## config.mk

```make
export PLATFORM = sky130hd
export DESIGN_NAME = spindle_interval_speed_control
export DESIGN_NICKNAME = d
export VERILOG_FILES = /design/src/rtl/spindle_timing_pkg.sv /design/src/rtl/spindle_interval_speed_control.sv
export VERILOG_INCLUDE_DIRS = /design/src /design/src/rtl
export SDC_FILE = /design/constraint.sdc
export NUM_CORES = 1
export LEC_CHECK = 0
export BUFFER_PORTS_ARGS = -buffer_cell sky130_fd_sc_hd__buf_2
export CAP_MARGIN = 20
export CELL_PAD_IN_SITES_DETAIL_PLACEMENT = 1
export CELL_PAD_IN_SITES_GLOBAL_PLACEMENT = 1
export CORE_AREA = 2 2 86 170
export CTS_CLUSTER_DIAMETER = 100
export DETAILED_ROUTE_END_ITERATION = 8
export DIE_AREA = 0 0 88 172
export PLACE_DENSITY = 0.83
export SYNTH_ARGS = -nofsm -noshare
export SYNTH_HDL_FRONTEND = slang
export SYNTH_SLANG_ARGS = --single-unit
```

## constraint.sdc

```tcl
create_clock -name core_clk_i -period 3.4 [get_ports core_clk_i]
set_input_delay 0.68 -clock core_clk_i [delete_from_list [all_inputs] [get_ports core_clk_i]]
set_output_delay 0.68 -clock core_clk_i [all_outputs]
set_load 0.02 [all_outputs]
```

## src/rtl/spindle_timing_defs.svh

```systemverilog
`ifndef SPINDLE_TIMING_DEFS_SVH
`define SPINDLE_TIMING_DEFS_SVH
// register byte offsets
`define OFS_TIMING_CTRL 12'h000
`define OFS_LIMIT 12'h004
`define OFS_SPEED_HI 12'h008
`define OFS_SPEED_LO 12'h00C
`define OFS_STATUS 12'h010
`define OFS_DIVISOR 12'h014
// timing control fields
`define RUN_BIT 0
`define PRESC_MSB 8
`define PRESC_LSB 7
// speed-high word fields
`define SPD_UP_MSB 11
`define SPD_UP_LSB 9
`define PLL_EN_BIT 9
`define PUMP_MSB 8
`define PUMP_LSB 7
`define ROUTE_BIT 6
`define DAC_MSB 5
`define DAC_LSB 0
// speed-low word field
`define SPD_LO_MSB 11
// interval counter layout
`define CNT_W 12
`define LIM_LSB 6
`define LIM_W 6
// reset values
`define RST_CTRL 12'h000
`define RST_LIMIT 6'h3F
`define RST_SPEED_HI 12'h000
`define RST_SPEED_LO 12'h000
// zero crossings per motor revolution, twelve poles, and half of it
`define XINGS_PER_REV 6'h24
`define XINGS_HALF_REV 6'h12
// vcm offset codes
`define VCM_NEG_FULL 6'h20
`define VCM_NEG_SAT 6'h21
`endif

```

## src/rtl/spindle_timing_pkg.sv

```systemverilog
// Purpose: shared types of the spindle interval and speed block
// Assumes: nothing beyond the defs header
// Notes: constants live in spindle_timing_defs.svh
package spindle_timing_pkg;
    typedef logic [1:0] prescale_sel_t;
    typedef logic [1:0] pump_sel_t;
    typedef enum logic [1:0] {
        ROUTE_SPINDLE = 2'b01,
        ROUTE_VCM = 2'b10
    } dac_route_t;
endpackage

```

## src/rtl/spindle_interval_speed_control.sv

```systemverilog
// Purpose: interval counter, commutation delay and speed loop settings
// Assumes: zero_cross_i is an accepted, blanked crossing pulse
// Notes: apb slave, zero wait states
// Notes on behaviour
// - count ticks between consecutive zero crossings
// - interval count never exceeds programmed limit
// - commutation delay is half the interval
// - limit low bits forced to ones
// - phase loop added only when enabled
// - two-bit code selects pump current level
// - divisor from three upper, twelve lower bits
// - frequency loop is primary, twelve poles
// - discharge frequency pump while stopped
// - one 50% pulse per revolution when running
// - route bit steers shared dac
// - vcm code signed, most negative saturates
// - delay uses limit when interval reaches it
// - tick is clock over 4, 8, 16, 32
//
// Decided for this implementation: the APB register port and the register addresses.
`include "spindle_timing_defs.svh"
module spindle_interval_speed_control #(
    parameter int CNT_W = `CNT_W,
    parameter int LIM_LSB = `LIM_LSB
) (
    input wire logic core_clk_i,
    input wire logic rst_i,
    input wire logic psel_i,
    input wire logic penable_i,
    input wire logic pwrite_i,
    input wire logic [11:0] paddr_i,
    input wire logic [31:0] pwdata_i,
    output logic [31:0] prdata_o,
    output logic pready_o,
    output logic pslverr_o,
    input wire logic zero_cross_i,
    output logic tick_o,
    output logic [CNT_W-2:0] commutation_delay_o,
    output logic fll_enable_o,
    output logic fll_discharge_o,
    output logic phase_loop_enable_o,
    output logic [1:0] phase_pump_current_select_o,
    output logic [14:0] speed_divisor_o,
    output logic revolution_pulse_out_o,
    output logic [4:0] spin_dac_code_o,
    output logic [5:0] vcm_offset_code_o,
    output logic [1:0] dac_route_o
);
    logic [11:0] timing_ctrl;
    logic [`LIM_W-1:0] limit_field;
    logic [11:0] speed_hi;
    logic [11:0] speed_lo;
    logic hi_pending;
    logic lo_pending;
    logic [14:0] speed_divisor;
    logic [4:0] presc;
    logic [CNT_W-1:0] interval_counter;
    logic [CNT_W-1:0] measured;
    logic [CNT_W-2:0] comm_delay;
    logic [5:0] xing_count;
    logic rev_level;
    logic [4:0] spin_code;
    logic [5:0] vcm_code;

    // apb decode
    wire access = psel_i & penable_i;
    wire wr = access & pwrite_i;
    wire sel_ctrl = paddr_i == `OFS_TIMING_CTRL;
    wire sel_limit = paddr_i == `OFS_LIMIT;
    wire sel_hi = paddr_i == `OFS_SPEED_HI;
    wire sel_lo = paddr_i == `OFS_SPEED_LO;
    wire sel_status = paddr_i == `OFS_STATUS;
    wire sel_div = paddr_i == `OFS_DIVISOR;
    wire mapped = sel_ctrl | sel_limit | sel_hi | sel_lo | sel_status | sel_div;
    // status and divisor are read only; writing them is an error
    wire ro_write = pwrite_i & (sel_status | sel_div);
    wire wr_ctrl = wr & sel_ctrl;
    wire wr_limit = wr & sel_limit;
    wire wr_hi = wr & sel_hi;
    wire wr_lo = wr & sel_lo;

    wire run = timing_ctrl[`RUN_BIT];
    spindle_timing_pkg::prescale_sel_t presc_sel;
    assign presc_sel = timing_ctrl[`PRESC_MSB:`PRESC_LSB];

    // low bits of the limit are always ones
    wire [CNT_W-1:0] eff_limit = {limit_field, {LIM_LSB{1'b1}}};
    wire at_limit = interval_counter >= eff_limit;
    // clamp on the write edge so the count never sits above the new limit
    wire [CNT_W-1:0] wr_limit_val = {pwdata_i[`LIM_W-1:0], {LIM_LSB{1'b1}}};
    wire lim_drop = wr_limit && interval_counter >= wr_limit_val;

    // tick mask 3/7/15/31 picks divide by 4/8/16/32
    wire [4:0] presc_mask = presc_sel == 2'h0 ? 5'h03 :
                            presc_sel == 2'h1 ? 5'h07 :
                            presc_sel == 2'h2 ? 5'h0F : 5'h1F;
    wire tick = (presc & presc_mask) == presc_mask;

    // crossing captures the interval, capped by the limit
    wire [CNT_W-1:0] capped = at_limit ? eff_limit : interval_counter;
    wire [CNT_W-2:0] next_delay = capped[CNT_W-1:1];

    wire commit = hi_pending & lo_pending;
    wire [14:0] next_divisor = {speed_hi[`SPD_UP_MSB:`SPD_UP_LSB],
                                speed_lo[`SPD_LO_MSB:0]};

    wire rev_wrap = xing_count == (`XINGS_HALF_REV - 6'h01);

    wire route_vcm = speed_hi[`ROUTE_BIT];
    wire [5:0] dac_code = speed_hi[`DAC_MSB:`DAC_LSB];
    // 100000 has no positive twin, so it drives the same as 100001
    wire [5:0] next_vcm = dac_code == `VCM_NEG_FULL ? `VCM_NEG_SAT :
                          dac_code;
    // host keeps spindle codes positive; sign bit is simply dropped
    wire [4:0] next_spin = dac_code[4:0];

    always_ff @(posedge core_clk_i) begin
        if (rst_i) begin
            timing_ctrl <= `RST_CTRL;
            limit_field <= `RST_LIMIT;
            speed_hi <= `RST_SPEED_HI;
            speed_lo <= `RST_SPEED_LO;
        end else begin
            if (wr_ctrl) begin
                timing_ctrl <= pwdata_i[11:0];
            end
            if (wr_limit) begin
                limit_field <= pwdata_i[`LIM_W-1:0];
            end
            if (wr_hi) begin
                speed_hi <= pwdata_i[11:0];
            end
            if (wr_lo) begin
                speed_lo <= pwdata_i[11:0];
            end
        end
    end

    // a write landing on the commit cycle keeps its pending flag
    always_ff @(posedge core_clk_i) begin
        if (rst_i) begin
            hi_pending <= 1'b0;
            lo_pending <= 1'b0;
            speed_divisor <= 15'h0000;
        end else begin
            hi_pending <= wr_hi | (hi_pending & ~commit);
            lo_pending <= wr_lo | (lo_pending & ~commit);
            if (commit) begin
                speed_divisor <= next_divisor;
            end
        end
    end

    always_ff @(posedge core_clk_i) begin
        if (rst_i) begin
            presc <= 5'h00;
        end else begin
            presc <= presc + 5'h01;
        end
    end

    always_ff @(posedge core_clk_i) begin
        if (rst_i) begin
            interval_counter <= '0;
            measured <= '0;
            comm_delay <= '0;
        end else if (zero_cross_i) begin
            interval_counter <= '0;
            measured <= capped;
            comm_delay <= next_delay;
        end else if (lim_drop) begin
            // a lowered limit pulls the count down on the write edge
            interval_counter <= wr_limit_val;
        end else if (tick && !at_limit) begin
            interval_counter <= CNT_W'(interval_counter + 1'b1);
        end
    end

    // 36 crossings per turn; toggling every 18 gives 50% duty
    always_ff @(posedge core_clk_i) begin
        if (rst_i || !run) begin
            xing_count <= 6'h00;
            rev_level <= 1'b0;
        end else if (zero_cross_i) begin
            xing_count <= rev_wrap ? 6'h00 : xing_count + 6'h01;
            rev_level <= rev_wrap ? ~rev_level : rev_level;
        end
    end

    always_ff @(posedge core_clk_i) begin
        if (rst_i) begin
            spin_code <= 5'h00;
            vcm_code <= 6'h00;
        end else begin
            spin_code <= route_vcm ? 5'h00 : next_spin;
            vcm_code <= route_vcm ? next_vcm : 6'h00;
        end
    end

    // read mux
    wire [31:0] rd_ctrl = {20'h00000, timing_ctrl};
    wire [31:0] rd_limit = {{(32-`LIM_W){1'b0}}, limit_field};
    wire [31:0] rd_hi = {20'h00000, speed_hi};
    wire [31:0] rd_lo = {20'h00000, speed_lo};
    wire [31:0] rd_status = {4'h0, measured, 4'h0, 1'b0, comm_delay};
    wire [31:0] rd_div = {15'h0000, commit | hi_pending | lo_pending,
                          1'b0, speed_divisor};
    assign prdata_o = sel_ctrl ? rd_ctrl :
                      sel_limit ? rd_limit :
                      sel_hi ? rd_hi :
                      sel_lo ? rd_lo :
                      sel_status ? rd_status :
                      sel_div ? rd_div : 32'h00000000;
    assign pready_o = 1'b1;
    assign pslverr_o = access & (~mapped | ro_write);

    assign tick_o = tick;
    assign commutation_delay_o = comm_delay;
    // frequency loop regulates whenever the spindle runs
    assign fll_enable_o = run;
    assign fll_discharge_o = ~run;
    assign phase_loop_enable_o = run & speed_hi[`PLL_EN_BIT];
    assign phase_pump_current_select_o = speed_hi[`PUMP_MSB:`PUMP_LSB];
    assign speed_divisor_o = speed_divisor;
    assign revolution_pulse_out_o = rev_level;
    assign spin_dac_code_o = spin_code;
    assign vcm_offset_code_o = vcm_code;
    assign dac_route_o = route_vcm ? spindle_timing_pkg::ROUTE_VCM :
                         spindle_timing_pkg::ROUTE_SPINDLE;
endmodule

```

==> results of run 1 <==
sequential cells by signal (all words and copies together) (netlist names):
register,flops
hi_pending,1
interval_counter,12
limit_field,6
lo_pending,1
measured,12
presc,5
revolution_pulse_out_o,1
speed_divisor_o,15
speed_hi,12
speed_lo,12
spin_dac_code_o,5
timing_ctrl,12
vcm_offset_code_o,6
xing_count,6
placed cells by master (no fill, tap or decap), types with 7 or more instances in the layout:
cell and instances:
nor3_1 15, buf_2 80, and2_4 11, ha_1 16, o21ai_1 15, nand3_1 7, xnor2_1 13, nand4_1 7
mux2i_1 16, nand2_1 105, dfxtp_1 106, buf_4 29, buf_6 22, o21ai_0 14, nor2_1 60, a21oi_1 70
clkbuf_16 9, inv_1 23, a211oi_1 14, and2_1 15
per-stage QoR:
stage	std cells	TNS, ps	area, um^2	util, %
after floorplan	659	0	5270	-
after global placement	914	-2590	5880	42.5
after detailed placement	914	-3000	5880	42.5
after CTS	938	-192	6430	46.6
after global routing	940	-782	6540	47.3
final	941	-73.4	6540	47.3
critical path, cell delays in order:
cell and delay (ps):
buf_6 90, or4_4 530, or3_4 440, buf_12 160
buf_4 130, a21oi_1 270, o21ai_2 100, a21oi_2 200
buf_6 150
layout make-up:
class,count,share of cell area [%]
antenna,1,0.0383
clock buffer,9,3.44
clock inverter,6,0.785
inverter,23,1.32
multi-input combinational,472,43.8
sequential,106,32.5
tap,189,3.62
timing repair buffer,135,14.6
cells by family after synthesis:
group	Yosys count	synth area share (%)
adder cells (fa/ha/maj)	16	3.81
multiplexers	23	4.76
other	2	0.143
AND/OR/NAND/NOR	260	23.8
buffers and inverters	81	7.55
flip-flops	106	40.4
AO/OA/AOI/OAI	148	16.4
XOR/XNOR	19	3.17
worst paths after layout:
kind                                          from                                to  slack [ps]
setup / recovery                       paddr_i[11]                       prdata_o[2]         -20
hold / removal                 presc[0]$_SDFF_PP0_               presc[0]$_SDFF_PP0_         460
setup reg to reg  interval_counter[7]$_SDFFE_PP0P_  interval_counter[5]$_SDFFE_PP0P_         680
hold reg to reg                presc[0]$_SDFF_PP0_               presc[0]$_SDFF_PP0_         460
report_power, final:
group	leakage, nW	total, mW	switching, mW	internal (mW)
combinational	1.66	0.156	0.107	0.0493
clock	0.138	0.994	0.490	0.503
sequential	0.856	1.26	0.0130	1.25
per-layer routing:
metal	GRT usage, %	vias to the layer above	part of all wire (%)
li1	-	2387	-
met1	22.4	2464	34
met2	47.1	117	59
met3	3.20	44	2.5
met4	12.0	0	4.1
met5	0	-	0
Yosys cell counts, drive strengths merged, types with 2 or more instances:
| master | instances |
|---|---|
| ha | 16 |
| a21oi | 74 |
| nand3 | 7 |
| nand2b | 6 |
| inv | 23 |
| mux2i | 16 |
| a221oi | 6 |
| a211oi | 14 |
| a211o | 6 |
| dfxtp | 106 |
| or3 | 3 |
| or2 | 3 |
| nor3 | 18 |
| mux2 | 6 |
| and2 | 26 |
| xor2 | 6 |
| conb | 2 |
| nor4 | 8 |
| and3 | 3 |
| a21o | 6 |
| xnor2 | 13 |
| nor2 | 64 |
| nand4 | 7 |
| nand2 | 108 |
| buf | 28 |
| o21ai | 34 |
| clkbuf | 30 |
| a31oi | 2 |
| nor2b | 3 |
repair_timing:
action                                  in CTS  in global routing
hold buffers                                 0                  0
endpoints found under the setup margin      23                 24
gates cloned                                 2                  0
buffers inserted                             7                  1
resized for setup                           59                 24
pin swaps                                   10                  3
==> metrics, run 1 <==
status finished, violations left; failing checks setup timing; actual slew at the worst max-slew pin ~740 ps; Gate Count Post-Synth 655; Final min period 3420 ps; area leader, netlist dfxtp_1; Avg Synthesized Cell Area 8.02 um^2; share of cells above drive strength 1 between 20% and 30%; CP Capture Type output port; largest net degree at the start of global routing 33; core area approximately 14000 um^2; DRT antenna net count 0; Async SR Flop Fraction 0%; PortBufs approximately 100; synthesis-stage register bit count approximately 110; Fin. Hold Viols 0; WL final 17900 um; mapped cell area between 5000 and 6000 um^2; yosys warns 0; worst IR drop on VDD 0.245 mV; # Max-Cap Violations 0; CP Launch Type primary input; Fin Hold WS 460 ps; dpl hpwl between 10000 and 15000 um; die area roughly 15000 um^2; CTS buffer count 9; area delta synth->final 24.4%; Final Net Count roughly 810; Final Setup Violations 5; final worst slack -24.4 ps; TritonCTS Sinks roughly 110; total chip power between 2 and 2.5 mW; 1st-iter DRT viols 185; post-synthesis cell type count 49; Primary FF master, synth dfxtp_1; Multi-input gate area approximately 2900 um^2; Worst-Skew Late Latency about 350 ps; top cell type's share of synthesized area between 40% and 50%; deepest level of the CTS H-tree 3; TritonRoute pass-1 iters 4; hold path cells 1; top post-synthesis cells by area dfxtp_1 40%, nand2_1 7.7%, a21oi_1 7.0%; clk_skew 6.43 ps; clock buffer depth 2; IO Count 130; Leakage ~2.7 nW; global router's overall resource usage a little under a quarter; CP arrival between 2000 and 3000 ps; final RePlAce weighted congestion 0.909; max-slew violation count 0; Worst Hold Class flip-flop to flip-flop; die height 172 um; highest achievable clock rate about 290 MHz; Tcrit/Tclk final 101%; drt wl/cell roughly 19 um; first-pass GRT wire length between 20000 and 30000 um; CTS tree done; CP Data Required Time between 2000 and 3000 ps; vias per cell 5.33; Seq. cell area ~2100 um^2; crit-path max FO 5; initial antenna violation count 0; pre-CTS WS -236 ps; Initial Util 38.0%; Post-synth EDFFs 0; GRT Residual Overflow 0; cells on worst reg2reg path 8; RSZ-0062 raised after global routing yes; Clock Root Buffer clkbuf_16; vias roughly 5k; Crit Path Category primary input to output port; PwrDens 369 nW/um^2; # fillers approximately 1.7k; Reg clk slew, reported paths about 70 ps; Residual DRC 0; Die X 88 um; Max-slew headroom 50.7%; row count 61; vias in the first global route 5227; sequential cell area fraction in the yosys report about two fifths
Note: power is estimated with default switching activity, not from simulation.
==> inputs of run 2 (changes only) <==
- PLACE_DENSITY: 0.83 -> unset
- PLACE_DENSITY_LB_ADDON: unset -> 0.1
==> run 2 against run 1 <==
  * The flow still finishes with violations (setup timing)
  * Setup slack got worse by 6.2 ps
  * Register-to-register slack better by 30 ps
  * Non-clock buffer count down 4
  * Sequential cell count stayed put
  * Sequential share of layout area rose by 0.66 points
  * Fmax down 0.18%
  * Combinational power barely moved
  * Clock skew up 7.2 ps
  * Sequential power barely moved
  * Clock-buffer cell count is 1 higher
  * First-iteration DRC count shrank 11%
  * Critical endpoint is now prdata_o[10]
==> metrics, run 2 (synthesized netlist as in run 1, its figures left out) <==
biggest cell delay along the critical path 520 ps (about the same); max reg flops 15 (unchanged); global router's overall resource usage 22.9% (-0.80 points); TritonCTS Sinks 106 (unchanged); actual slew at the worst max-slew pin 804 ps (+64.6 ps); commonest cells after routing, fill and taps aside 106 x nand2_1, 106 x dfxtp_1, 94 x buf_2; Crit Path Category primary input to output port; max-slew violation count 0 (unchanged); PwrDens 387 nW/um^2 (+4.9%); worst path buffer plus inverter count 5 (+1); Clock Root Buffer clkbuf_16; row count 61 (unchanged); Final min period 3430 ps (+6.20 ps); pre-CTS WS -198 ps (+38.5 ps); final RePlAce weighted congestion 0.878 (-3.4%); first-pass GRT wire length 26200 um (-4.1%); drt wl/cell 18.2 um (-4.3%); deepest level of the CTS H-tree 3 (unchanged); # Max-Cap Violations 0 (unchanged); crit-path leading delay family simple AND/OR/NAND/NOR gates; Fin. Hold Viols 0 (unchanged); highest achievable clock rate 291 MHz (-0.18%); Final Setup Violations 5 (unchanged); final worst slack -30.6 ps (-6.20 ps); CP Launch Type primary input; Critical-path top delay cell or4_4; cells on worst reg2reg path 9 (+1); WL final 17100 um (-4.7%); core area 13800 um^2 (unchanged); Reg clk slew, reported paths 80 ps (about the same); Cells after DPL 913 (-0.11%); Tcrit/Tclk final 101% (+0.18 points); clock buffer depth 2 (unchanged); Initial Util 38.0% (unchanged); WP depth 11 (+2); Max-slew headroom 46.4% (-4.3 points); failing checks setup timing; DRT antenna net count 0 (unchanged); vias per cell 5.22 (-2.1%); dpl hpwl 13000 um (-2.2%); sum of negative setup slack -69.9 ps (+3.47 ps); worst IR drop on VDD 0.230 mV (-6.2%); status finished, violations left; Top cell by count, worst path buf_6; CTS tree done; Sw Ratio 25.8% (+0.54 points); Residual DRC 0 (unchanged); CP Capture Type output port; vias 4887 (-2.5%); vias in the first global route 5113 (-2.2%); hold path cells 1 (unchanged); CTS buffer count 9 (unchanged); RSZ-0062 raised after global routing yes; n_diodes 0 (-1); Reg power frac 50.9% (-1.5 points); 1st-iter DRT viols 165 (-11%); post-cts hold buffer count 0 (unchanged); initial antenna violation count 0 (unchanged); fin cells 937 (-0.43%); Final Net Count 809 (-0.49%); total chip power 2.48 mW (+2.8%); Leakage 2.61 nW (-1.7%); crit-path max FO 7 (+2); clk_skew 13.6 ps (+7.15 ps); die area 15100 um^2 (unchanged); clock network power share 42.9% (+1.7 points); area delta synth->final 21.9%; IO Count 130 (unchanged); GRT Residual Overflow 0 (unchanged); PortBufs 103 (unchanged); CP arrival 2750 ps (about the same); Switch Pwr 641 uW (+5.0%); worst-path cell chain buf_6 > or4_4 > or3_4 > buf_12 > nor3_4 > buf_6 > buf_4 > a221oi_2 > a21oi_1 > a21o_1 > buf_6; CP Data Required Time 2720 ps (about the same); Int Pwr 1.84 mW (+2.0%); share of power burned in combinational logic 6.2% (-0.3 points); Fin Hold WS 451 ps (-8.91 ps); share of cells above drive strength 1 24.6% (-1.6 points); largest net degree at the start of global routing 39 (+18%); Worst-Skew Late Latency 350 ps (about the same); die height 172 um (unchanged); Die X 88 um (unchanged); Worst Hold Class flip-flop to flip-flop; TritonRoute pass-1 iters 4 (unchanged)
[run 2: cell count changes in the layout (fill, tap and decap cells not counted), sizes merged]
cell / before / now
inv: 25 / 27
buf: 134 / 131
clkinv: 4 / 2
clkbuf: 9 / 10
bufbuf: 1 / 0
diode: 1 / 0
[run 2: final timing paths]
path                                                  start                                end  slack (ps)
worst max-delay path                            paddr_i[11]                       prdata_o[10]         -30
worst min-delay path                    presc[0]$_SDFF_PP0_                presc[0]$_SDFF_PP0_         450
worst max register to register  limit_field[1]$_SDFFE_PP1P_  interval_counter[10]$_SDFFE_PP0P_         710
worst min register to register          presc[0]$_SDFF_PP0_                presc[0]$_SDFF_PP0_         450
[run 2: per-stage QoR]
stage,utilization [%],instance area (um^2)
2_1_floorplan,-,5270
3_3_place_gp,42.5,5870
3_5_place_dp,42.5,5870
4_1_cts,46.1,6370
5_1_grt,46.4,6410
6_report,46.4,6410
[run 2: worst reg2reg max path, stage by stage, from the launching register on]
cell and delay, ps:
dfxtp_1 340, inv_1 110, ha_1 330, and3_1 170
a221oi_1 460, o221ai_2 290, buf_8 230, nor4_1 330
xnor2_1 180, a21oi_1 90
[run 2: what timing repair did]
action / CTS / global route
buffers inserted: 7 / 1
pin swaps: 4 / 4
gates resized for setup: 35 / 8
setup endpoints to repair: 11 / 21
[run 2: final cells by class]
cell class                      instances  area [um^2]
Timing Repair Buffer                  131          810
Multi-Input combinational cell        472         2850
Inverter                               23         86.3
Tap cell                              189          236
Sequential cell                       106         2120
Clock inverter                          6         65.1
Fill cell                            1743         7410
Clock buffer                           10          239
[run 2: power by group through the flow]
stage,clock network [mW],logic (mW),registers [mW]
after floorplan,0,0.104,1.29
after global placement,0,0.146,1.29
after detailed placement,0,0.150,1.29
after CTS,1.09,0.154,1.26
after global routing,1.14,0.169,1.26
final,1.06,0.155,1.26
[run 2: layer usage]
layer  track usage (%)  vias to the layer above  part of all wire (%)
li1                  -                     2374                     -
met2              45.0                      100                    58
met5                 0                        -                     0
met4              10.2                        0                   3.5
met3              2.53                       36                   2.3
met1              23.1                     2377                    36
==> inputs of run 3 (changes only) <==
- CORE_AREA: 2 2 86 170 -> 2 2 142 103
- DIE_AREA: 0 0 88 172 -> 0 0 144 105
- REMOVE_ABC_BUFFERS: unset -> 1
==> run 3 against run 2 <==
  * The run now ends clean
  * Critical path depth is 2 lower
  * Fmax is 2.6% higher
  * Clock power is 5% higher
  * Sequential share of layout area is 0.36 points lower
  * Die area is 0.11% lower
  * Sequential power hardly changed
==> metrics, run 3 (synthesized netlist as in run 1, its figures left out) <==
row count 36 (-41%); Cells after DPL 928 (+1.6%); PwrDens 391 nW/um^2 (+0.96%); Final Setup Violations 0 (-5); clock buffer depth 2 (unchanged); die height 105 um (-39%); max reg flops 15 (unchanged); Fin. Hold Viols 0 (unchanged); deepest level of the CTS H-tree 3 (unchanged); total chip power 2.53 mW (+2.1%); TritonCTS Sinks 106 (unchanged); worst IR drop on VDD 0.249 mV (+8.6%); Max-slew headroom 47.2% (+0.83 points); drt wl/cell 18.6 um (+2.2%); share of cells above drive strength 1 25.5% (+0.86 points); CP arrival 2660 ps (-90 ps); Tcrit/Tclk final 98.4% (-2.5 points); post-cts hold buffer count 0 (unchanged); share of power burned in combinational logic 6.4% (+0.2 points); Reg power frac 49.9% (-1.0 points); die area 15100 um^2 (-0.11%); Multi-input gate area 2860 um^2 (+0.26%); first-pass GRT wire length 27100 um (+3.5%); Crit Path Category primary input to output port; status complete, no violations; Clock Root Buffer clkbuf_16; fin cells 948 (+1.2%); final worst slack 55.8 ps (+86.4 ps); global router's overall resource usage 23.2% (+0.35 points); final RePlAce weighted congestion 0.814 (-7.3%); Util after Layout 47.5% (+1.1 points); IO Count 130 (unchanged); TritonRoute pass-1 iters 4 (unchanged); 1st-iter DRT viols 269 (+63%); Seq. cell area 2120 um^2 (unchanged); Int Pwr 1.89 mW (+2.7%); CP Data Required Time 2720 ps (about the same); CP Launch Type primary input; WL final 17600 um (+3.4%); RSZ-0062 raised after global routing yes; # Max-Cap Violations 0 (unchanged); # fillers 1716 (-1.5%); Sw Ratio 25.4% (-0.43 points); Die X 144 um (+64%); biggest cell delay along the critical path 530 ps (about the same); crit-path max FO 10 (+3); vias in the first global route 4976 (-2.7%); Worst Hold Class flip-flop to flip-flop; core area 13600 um^2 (-1.2%); GRT Residual Overflow 0 (unchanged); highest achievable clock rate 299 MHz (+2.6%); area delta synth->final 23.3%; Final Net Count 819 (+1.2%); Worst-Skew Late Latency 350 ps (about the same); pre-CTS WS -140 ps (+57.3 ps); n_diodes 0 (unchanged); DRT antenna net count 0 (unchanged); Leakage 2.67 nW (+2.2%); CP Capture Type output port; vias 4933 (+0.94%); actual slew at the worst max-slew pin 791 ps (-12.5 ps); Initial Util 38.5% (+0.46 points); largest net degree at the start of global routing 33 (-15%); PortBufs 103 (unchanged); Final min period 3340 ps (-86.4 ps); sum of negative setup slack 0 ps (+69.9 ps); Switch Pwr 643 uW (+0.37%); clk_skew 8.82 ps (-4.76 ps); worst-path cell chain buf_2 > or4_4 > or3_4 > buf_12 > buf_4 > a21oi_1 > o21ai_1 > a21oi_2 > buf_4; worst path buffer plus inverter count 4 (-1); CTS tree done; Top cell by count, worst path buf_4; vias per cell 5.20 (-0.23%); Critical-path top delay cell or4_4; max-slew violation count 0 (unchanged); Residual DRC 0 (unchanged); Reg clk slew, reported paths 80 ps (about the same); initial antenna violation count 0 (unchanged); clock network power share 43.7% (+0.8 points); dpl hpwl 13000 um (+0.22%); commonest cells after routing, fill and taps aside 106 x nand2_1, 106 x dfxtp_1, 96 x buf_2; crit-path leading delay family simple AND/OR/NAND/NOR gates; CTS buffer count 9 (unchanged)
## run 3: cell count changes in the layout (fill, tap and decap cells not counted), moves of 3 or more
| cell | change |
|---|---|
| o21ai_2 | -3 |
| o21ai_1 | +4 |
| nor2_1 | -3 |
| buf_6 | -5 |
| buf_4 | +13 |
## run 3: path summary, 6_finish.rpt
kind / endpoint / startpoint / cells past startpoint / slack, ps
max: prdata_o[1] / paddr_i[5] / 9 / 60
max reg2reg: interval_counter[5]$_SDFFE_PP0P_ / interval_counter[0]$_SDFFE_PP0P_ / 8 / 820
min: presc[0]$_SDFF_PP0_ / presc[0]$_SDFF_PP0_ / 1 / 450
min reg2reg: presc[0]$_SDFF_PP0_ / presc[0]$_SDFF_PP0_ / 1 / 450
## run 3: final cells by class
class	instances	area share [%]
Timing Repair Buffer	141	13.3
Multi-Input combinational cell	472	44.1
Inverter	23	1.33
Sequential cell	106	32.8
Tap cell	190	3.67
Clock buffer	9	3.48
Clock inverter	7	1.37
## run 3: power by group through the flow
stage                     logic, mW  clock network, mW  registers [mW]
after floorplan              0.0557                  0            1.29
after global placement        0.153                  0            1.29
after detailed placement      0.158                  0            1.29
after CTS                     0.159               1.13            1.26
after global routing          0.178               1.18            1.26
final                         0.162               1.11            1.26
## run 3: repair_timing
item                                    CTS  global route
gates resized for setup                  12            31
setup buffers                             2             1
gates cloned                              0             1
endpoints found under the setup margin   21            20
pin swaps                                 4             4
## run 3: metal layers
metal	vias up	global-route usage (%)	part of all wire, %
li1	2397	-	-
met2	110	37.6	46
met5	-	0	0
met4	0	5.25	0.87
met3	16	3.39	4.4
met1	2410	32.6	48
## run 3: through the flow
stage / hold WS, ps / area [um^2]
final: 453 / 6480
after global routing: 482 / 6480
after CTS: 458 / 6350
after detailed placement: 440 / 5990
after global placement: 430 / 5980
after floorplan: 415 / 4960
